### src/hw/pwl_pkg.sv
// package: register map, field layout and timing constants for the pwm pulse-width limit block
package pwl_pkg;
  // register addresses on the management command port
  localparam logic [7:0]  ADDR_PULSE_LIMITS    = 8'h3F;
  localparam logic [7:0]  ADDR_SURGE_TIMING    = 8'h40;
  // writable masks; reserved bits ignore writes and read zero
  localparam logic [15:0] MASK_PULSE_LIMITS    = 16'h07FF;
  localparam logic [15:0] MASK_SURGE_TIMING    = 16'h3FFF;
  localparam logic [15:0] RESET_PULSE_LIMITS   = 16'h0000;
  localparam logic [15:0] RESET_SURGE_TIMING   = 16'h0000;
  // field positions
  localparam int ONT_LSB = 7;
  localparam int ONT_MSB = 10;
  localparam int MINH_LSB = 4;
  localparam int MINH_MSB = 6;
  localparam int MINL_LSB = 0;
  localparam int MINL_MSB = 3;
  localparam int FLOOR_LSB = 8;
  localparam int FLOOR_MSB = 13;
  localparam int HOLD_LSB = 0;
  localparam int HOLD_MSB = 7;
  // timing: a 5 ns step is shorter than the 50 ns clock, so counts round up to cycles
  localparam int CLK_PERIOD_NS   = 50;
  localparam int STEP_NS         = 5;
  localparam int LOW_STEP_NS     = 20;
  localparam int LOW_OFFSET_NS   = 15;
  localparam int CNT_W           = 16;
  // register write/read command carried as one struct
  typedef struct packed {
    logic        wr;
    logic        rd;
    logic [7:0]  addr;
    logic [15:0] wdata;
  } pwl_cmd_type;
  // decoded limits in clock cycles
  typedef struct packed {
    logic [CNT_W-1:0] min_high;
    logic [CNT_W-1:0] min_low;
    logic [CNT_W-1:0] surge_floor;
    logic [CNT_W-1:0] surge_holdoff;
    logic [CNT_W-1:0] on_thresh;
  } pwl_limits_type;
  // pwm sequencer states
  typedef enum logic [1:0] {
    PWL_LOW  = 2'b00,
    PWL_HIGH = 2'b01,
    PWL_SURGE = 2'b10
  } pwl_state_type;
endpackage

### src/hw/pwl_top.sv
// top: pulse-width limit registers and pwm pulse enforcement
`timescale 1ns/1ps
module pwl_top (
  input  wire logic                 mclk_in,        // 20 MHz core clock
  input  wire logic                 rst_in,         // sync reset, active high
  input  wire pwl_pkg::pwl_cmd_type cmd_in,         // management register command
  input  wire logic                 pwm_req_in,     // loop's raw pwm demand
  input  wire logic                 surge_req_in,   // overshoot_reduction request pulse
  input  wire logic                 hold_en_in,     // dc_regulation_control hold enable
  input  wire logic [15:0]          ton_calc_in,    // calculated on-time in cycles
  output logic                      pwm_out,        // limited pwm to power stage
  output logic                      hold_allow_out, // dc loop may hold via period error
  output logic                      surge_act_out,  // overshoot_reduction in progress
  output logic [15:0]               rdata_out,      // register read data
  output logic                      rvalid_out      // read data valid pulse
);
  // ---- register file ----
  logic [15:0] lim_q, lim_d;   // pulse_width_limits
  logic [15:0] srg_q, srg_d;   // overshoot_reduction_timing
  logic [15:0] rdata_q, rdata_d;
  logic        rvalid_q, rvalid_d;

  // register writes; masks keep reserved bits at zero
  always_comb begin
    lim_d    = lim_q;
    srg_d    = srg_q;
    rdata_d  = rdata_q;
    rvalid_d = 1'b0;
    if (cmd_in.wr && cmd_in.addr == pwl_pkg::ADDR_PULSE_LIMITS) begin
      lim_d = cmd_in.wdata & pwl_pkg::MASK_PULSE_LIMITS;
    end
    if (cmd_in.wr && cmd_in.addr == pwl_pkg::ADDR_SURGE_TIMING) begin
      srg_d = cmd_in.wdata & pwl_pkg::MASK_SURGE_TIMING;
    end
    if (cmd_in.rd) begin
      rvalid_d = 1'b1;
      unique case (cmd_in.addr)
        pwl_pkg::ADDR_PULSE_LIMITS: rdata_d = lim_q & pwl_pkg::MASK_PULSE_LIMITS;
        pwl_pkg::ADDR_SURGE_TIMING: rdata_d = srg_q & pwl_pkg::MASK_SURGE_TIMING;
        default:                    rdata_d = 16'h0000; // unmapped reads zero
      endcase
    end
  end

  // register state
  always_ff @(posedge mclk_in) begin
    if (rst_in) begin
      lim_q    <= pwl_pkg::RESET_PULSE_LIMITS;
      srg_q    <= pwl_pkg::RESET_SURGE_TIMING;
      rdata_q  <= 16'h0000;
      rvalid_q <= 1'b0;
    end else begin
      lim_q    <= lim_d;
      srg_q    <= srg_d;
      rdata_q  <= rdata_d;
      rvalid_q <= rvalid_d;
    end
  end

  // ---- field decode into cycle counts ----
  pwl_pkg::pwl_limits_type raw_lim;  // from live registers
  pwl_ns2cyc #(.FW(3)) u_minh (
    .field_in(lim_q[pwl_pkg::MINH_MSB:pwl_pkg::MINH_LSB]), .step_ns_in(16'(pwl_pkg::STEP_NS)),
    .offset_ns_in(16'h0000), .cycles_out(raw_lim.min_high));
  pwl_ns2cyc #(.FW(4)) u_minl (
    .field_in(lim_q[pwl_pkg::MINL_MSB:pwl_pkg::MINL_LSB]), .step_ns_in(16'(pwl_pkg::LOW_STEP_NS)),
    .offset_ns_in(16'(pwl_pkg::LOW_OFFSET_NS)), .cycles_out(raw_lim.min_low));
  pwl_ns2cyc #(.FW(4)) u_ont (
    .field_in(lim_q[pwl_pkg::ONT_MSB:pwl_pkg::ONT_LSB]), .step_ns_in(16'(pwl_pkg::STEP_NS)),
    .offset_ns_in(16'h0000), .cycles_out(raw_lim.on_thresh));
  pwl_ns2cyc #(.FW(6)) u_flr (
    .field_in(srg_q[pwl_pkg::FLOOR_MSB:pwl_pkg::FLOOR_LSB]), .step_ns_in(16'(pwl_pkg::STEP_NS)),
    .offset_ns_in(16'h0000), .cycles_out(raw_lim.surge_floor));
  pwl_ns2cyc #(.FW(8)) u_hld (
    .field_in(srg_q[pwl_pkg::HOLD_MSB:pwl_pkg::HOLD_LSB]), .step_ns_in(16'(pwl_pkg::STEP_NS)),
    .offset_ns_in(16'h0000), .cycles_out(raw_lim.surge_holdoff));

  // ---- pwm sequencer ----
  pwl_pkg::pwl_limits_type act_q, act_d;   // limits latched at cycle start
  pwl_pkg::pwl_state_type  st_q, st_d;
  logic [15:0] cnt_q, cnt_d;               // time since the last pwm edge or surge start, saturating
  logic [15:0] hold_q, hold_d;             // holdoff remaining since last surge
  logic        pwm_q, pwm_d;
  logic        allow_q, allow_d;
  logic        surge_q, surge_d;

  // sequencer next state; limits only reload on a rising edge so no pulse is cut
  always_comb begin
    act_d   = act_q;
    st_d    = st_q;
    cnt_d   = (cnt_q == 16'hFFFF) ? cnt_q : cnt_q + 16'h0001;
    hold_d  = (hold_q == 16'h0000) ? hold_q : hold_q - 16'h0001;
    pwm_d   = pwm_q;
    surge_d = 1'b0;
    unique case (st_q)
      pwl_pkg::PWL_LOW: begin
        if (surge_req_in && hold_q == 16'h0000) begin
          st_d    = pwl_pkg::PWL_SURGE;
          cnt_d   = 16'h0001;
          hold_d  = raw_lim.surge_holdoff;
          surge_d = 1'b1;
        end else if (pwm_req_in && cnt_q >= act_q.min_low) begin
          st_d  = pwl_pkg::PWL_HIGH;
          act_d = raw_lim;
          cnt_d = 16'h0001;
          pwm_d = 1'b1;
        end
      end
      pwl_pkg::PWL_HIGH: begin
        // high ends only once minimum width is met; surge waits for that too
        if ((!pwm_req_in || (surge_req_in && hold_q == 16'h0000)) && cnt_q >= act_q.min_high) begin
          st_d  = pwl_pkg::PWL_LOW;
          cnt_d = 16'h0001;
          pwm_d = 1'b0;
        end
      end
      pwl_pkg::PWL_SURGE: begin
        surge_d = 1'b1;
        pwm_d   = 1'b0;
        // floor and ordinary minimum low both apply
        if (cnt_q >= act_q.surge_floor && cnt_q >= act_q.min_low) begin
          st_d    = pwl_pkg::PWL_LOW;
          surge_d = 1'b0;
        end
      end
      default: begin
        st_d  = pwl_pkg::PWL_LOW;
        pwm_d = 1'b0;
      end
    endcase
    // hold via period error only when on-time reaches threshold
    allow_d = hold_en_in && (ton_calc_in >= act_q.on_thresh);
  end

  // sequencer registers
  always_ff @(posedge mclk_in) begin
    if (rst_in) begin
      act_q   <= '0;
      st_q    <= pwl_pkg::PWL_LOW;
      cnt_q   <= 16'h0000;
      hold_q  <= 16'h0000;
      pwm_q   <= 1'b0;
      allow_q <= 1'b0;
      surge_q <= 1'b0;
    end else begin
      act_q   <= act_d;
      st_q    <= st_d;
      cnt_q   <= cnt_d;
      hold_q  <= hold_d;
      pwm_q   <= pwm_d;
      allow_q <= allow_d;
      surge_q <= surge_d;
    end
  end

  assign pwm_out        = pwm_q;
  assign hold_allow_out = allow_q;
  assign surge_act_out  = surge_q;
  assign rdata_out      = rdata_q;
  assign rvalid_out     = rvalid_q;

  // holdoff watch for the checks below: its own count from each surge start,
  // kept apart from the countdown that the sequencer relies on
  logic [15:0] gap_q, gap_d;     // cycles since the last surge began, saturating
  logic [15:0] need_q, need_d;   // holdoff in force at that start
  logic        armed_q, armed_d; // at least one surge seen

  // holdoff watch next values
  always_comb begin
    gap_d   = (gap_q == 16'hFFFF) ? gap_q : gap_q + 16'h0001;
    need_d  = need_q;
    armed_d = armed_q;
    if (surge_d && !surge_q) begin
      gap_d   = 16'h0001; // the start edge counts as the first cycle
      need_d  = raw_lim.surge_holdoff;
      armed_d = 1'b1;
    end
  end

  // holdoff watch registers
  always_ff @(posedge mclk_in) begin
    if (rst_in) begin
      gap_q   <= 16'h0000;
      need_q  <= 16'h0000;
      armed_q <= 1'b0;
    end else begin
      gap_q   <= gap_d;
      need_q  <= need_d;
      armed_q <= armed_d;
    end
  end
endmodule // pwl_top

### src/hw/pwl_ns2cyc.sv
// converter: time field in ns-per-step to whole clock cycles, rounded up
`timescale 1ns/1ps
module pwl_ns2cyc #(
  parameter int FW = 8  // field width
) (
  input  wire logic [FW-1:0]            field_in,
  input  wire logic [15:0]              step_ns_in,
  input  wire logic [15:0]              offset_ns_in,
  output logic      [pwl_pkg::CNT_W-1:0] cycles_out
);
  logic [31:0] ns_total;  // total time in ns
  logic [31:0] cyc_total; // whole cycles before narrowing
  // least times round up to whole cycles, zero stays zero
  always_comb begin
    ns_total   = 32'(field_in) * 32'(step_ns_in) + 32'(offset_ns_in);
    cyc_total  = (ns_total + 32'(pwl_pkg::CLK_PERIOD_NS - 1)) / 32'(pwl_pkg::CLK_PERIOD_NS);
    cycles_out = cyc_total[pwl_pkg::CNT_W-1:0]; // field sizes keep counts far below the cut
  end
endmodule // pwl_ns2cyc

### config.mk
export PLATFORM = sky130hd
export DESIGN_NAME = pwl_top
export DESIGN_NICKNAME = d
export VERILOG_FILES = /design/src/hw/pwl_pkg.sv /design/src/hw/pwl_top.sv /design/src/hw/pwl_ns2cyc.sv
export SDC_FILE = /design/constraint.sdc
export NUM_CORES = 1
export LEC_CHECK = 0
export ABC_AREA = 1
export ABC_CLOCK_PERIOD_IN_PS = 8400
export BUFFER_PORTS_ARGS = -buffer_cell sky130_fd_sc_hd__buf_2
export CAP_MARGIN = 20
export CELL_PAD_IN_SITES_DETAIL_PLACEMENT = 1
export CELL_PAD_IN_SITES_GLOBAL_PLACEMENT = 1
export CORE_UTILIZATION = 47
export DETAILED_ROUTE_END_ITERATION = 12
export PLACE_DENSITY_LB_ADDON = 0.1
export SLEW_MARGIN = 20
export SYNTH_ARGS = -nofsm -noshare
export SYNTH_HDL_FRONTEND = slang
export SYNTH_HIERARCHICAL = 1
export SYNTH_SLANG_ARGS = --single-unit
### constraint.sdc
create_clock -name mclk_in -period 8.4 [get_ports mclk_in]
set_input_delay 0.42 -clock mclk_in [delete_from_list [all_inputs] [get_ports mclk_in]]
set_output_delay 0.42 -clock mclk_in [all_outputs]
set_load 0.01 [all_outputs]
==> results.cfg <==
[outcome]
status = finished, final reports clean

[logic_synthesis]
async_flop_share_pct = 0
postSynthAreaPerCell_sq_um = 6.11
synth_edf_count = 0
synth.ff_latch_count = 141
synth_top_area_share_pct = 18.3
synthFlopType = dfxtp_1
synth_top_cell_by_area = nand2_1
synth_area_leaders = nand2_1 (18%), fa_1 (15%), inv_1 (12%)
synth.cell_area_sq_um = 38600
synth.most_common_cell = nand2_1
yosys-top-cells-count = nand2_1 (1884), inv_1 (1285), nand3_1 (450)
synth.distinct_cells = 65
synthCells = 6330
synth_warnings = 6
yosysSeqAreaShare_pct = 7.30

[sta]
relSlewSlack_pct = 23.5
tightest_slew_ns = 1.14
hold_violations = 0
fin_worst_skew_ns = 0.0160
setup_slack_ns = 0.638
min_period_ns = 7.76
setup_viol = 0
period_share_pct = 92.4
clock.fmax_ghz = 0.129
tns_ns = 0
drv_slew = 0

[die]
die_y_microns = 289
rows = 104
start_util_pct = 47.8
die_width_microns = 289
ios = 67
core_area_sq_um = 80900
die_area_sq_um = 83400

[global_routing]
grt_max_degree = 69
antenna_found_initial = 6
grt_pass1_vias = 40200
overflow = 0
grt_pass1_wl_mm = 185
grt_usage_pct = 26.5

[cells_and_area]
nNetsFinal = 7355
synthToLayoutAreaGrowth_pct = 8.91
drive_gt1_share_pct = 12.3
final_util_pct = 52.0
nFillCells = 11700

[clock_tree]
cts_buffer_depth = 2
numCtsBuffers = 17
clkLatencyLatePin_ns = 0.49
cts.root.buffer_cell = clkbuf_16
cts_tree = built
clk_pin_slew_ns = 0.07
h-tree-depth = 4
clkSinkCount = 141

[setup_path]
worst_r2r_path_depth = 55
r2r-end = hold_q[0]
cp_data_required_time_ns = 8.73
critical_path_class = reg2reg
end_kind = flop
cp_common_cell = nand2_1
start_kind = flop
r2r_slack_ns = 0.64
arrival_ns = 8.09
slowest_stage = fa_1
cp_max_fo = 6
cpPeakStageDelay_ns = 0.52
r2r-start = srg_q[7]

[hold_path]
min_from = hold_en_in
min_to = hold_allow_out
hp-class = in2reg
worstHoldPathCells = 3

[flow_run]
drv_cap = 0

[detailed_routing]
vias_per_cell = 4.94
vias = 38400
antenna_left = 0
drt_pass1_iterations = 5
route.detailed.drc = 0
wire_per_inst_microns = 13.8
dr.first_iter.drc_count = 1243
wirelength_mm = 107

[placed_design]
portBuffers = 62
place_hpwl_mm = 92.3
place_ws_ns = 0.206
gp_congestion = 0.873
==> kinds of logic after synthesis <==
| group | share of synthesized area [%] |
|---|---|
| multiplexers | 0.0259 |
| buffers and inverters | 15.2 |
| adder cells (fa/ha/maj) | 25.4 |
| XOR/XNOR | 2.33 |
| flip-flops | 7.30 |
| other | 0.0291 |
| AND/OR/NAND/NOR | 42.5 |
| AO/OA/AOI/OAI | 7.22 |
==> state kept, by name, summed over array words and instances, names as in the netlist <==
signal	count
surge_act_out	1
cnt_q	16
st_q	2
act_q	64
rdata_out	14
srg_q	14
hold_q	16
pwm_out	1
rvalid_out	1
lim_q	11
hold_allow_out	1
==> layout by cell type, fill, tap and decap left out, types with 7 or more instances in the layout <==
cell type and n:
nand3_2 35, ha_1 309, nand4_2 43, o211ai_1 23
nor2_1 406, nand4_1 96, buf_4 28, xnor2_1 39
clkinv_1 23, o21a_1 7, conb_1 371, o21ai_0 186
a21oi_1 150, clkbuf_16 17, o21ai_1 71, buf_2 62
o21ai_2 9, a31o_2 7, fa_1 294, nand2_1 1879
nor3_1 39, dfxtp_1 138, nand2_4 96, nor2_4 40
nand3b_1 12, o21bai_1 11, nand2_2 266, inv_1 1284
nor2_2 41, xor2_1 59, nand3_1 447, inv_2 121
==> cell type report <==
cell class / instances / area (sq um) / area share, %
multi-input cells: 5018 / 31500 / 74.7
inverters: 1431 / 5380 / 12.8
flip-flops and latches: 141 / 2830 / 6.72
well taps: 1060 / 1330 / 3.15
repair buffers: 90 / 520 / 1.24
clock buffers: 18 / 439 / 1.04
clock inverters: 14 / 131 / 0.312
diodes: 2 / 5.00 / 0.0119
==> routing by layer <==
metal  GRT usage (%)  share of wire [%]  wire, microns
met4            6.01                1.8           1940
met5               0                  0              0
met3            2.10                1.9           2040
met2            48.6                 50          53300
met1            33.6                 47          50100
==> what timing repair did <==
| item | CTS | global route |
|---|---|---|
| resized for setup | 0 | 26 |
| hold endpoints to repair | 0 | 0 |
| hold buffers | 0 | 0 |
| setup endpoints to repair | 0 | 3 |
| setup buffers | 0 | 2 |
==> per-stage QoR <==
stage	area, sq um	cells	hold slack [ns]
5_1_grt	42100	7772	0.157
3_3_place_gp	41400	7738	0.458
2_1_floorplan	40000	6698	0.438
6_report	42100	7774	0.156
3_5_place_dp	41400	7738	0.463
4_1_cts	42000	7770	0.125
==> worst max-delay path by stage <==
stage	from	endpoint	slack (ns)	depth (start not counted)
CTS	srg_q[7]	hold_q[0]	0.15	54
floorplan	srg_q[7]	hold_q[0]	0.74	56
global route	srg_q[5]	hold_q[0]	-0.001	55
finish	srg_q[7]	hold_q[0]	0.64	55
global placement	srg_q[7]	hold_q[0]	0.42	54
detailed placement	srg_q[7]	hold_q[0]	0.21	54
==> critical path, delay by kind of cell, from the launching register on <==
kind                     cells  cell delay [ns]
flip-flops                   1             0.39
adder cells (fa/ha/maj)      6             2.62
XOR/XNOR                     1             0.12
buffers and inverters        3             0.28
AND/OR/NAND/NOR             42             3.90
AO/OA/AOI/OAI                3             0.30
Power is not shown: default switching activity piles up to over one toggle a cycle in this logic, so the estimate is an artifact.
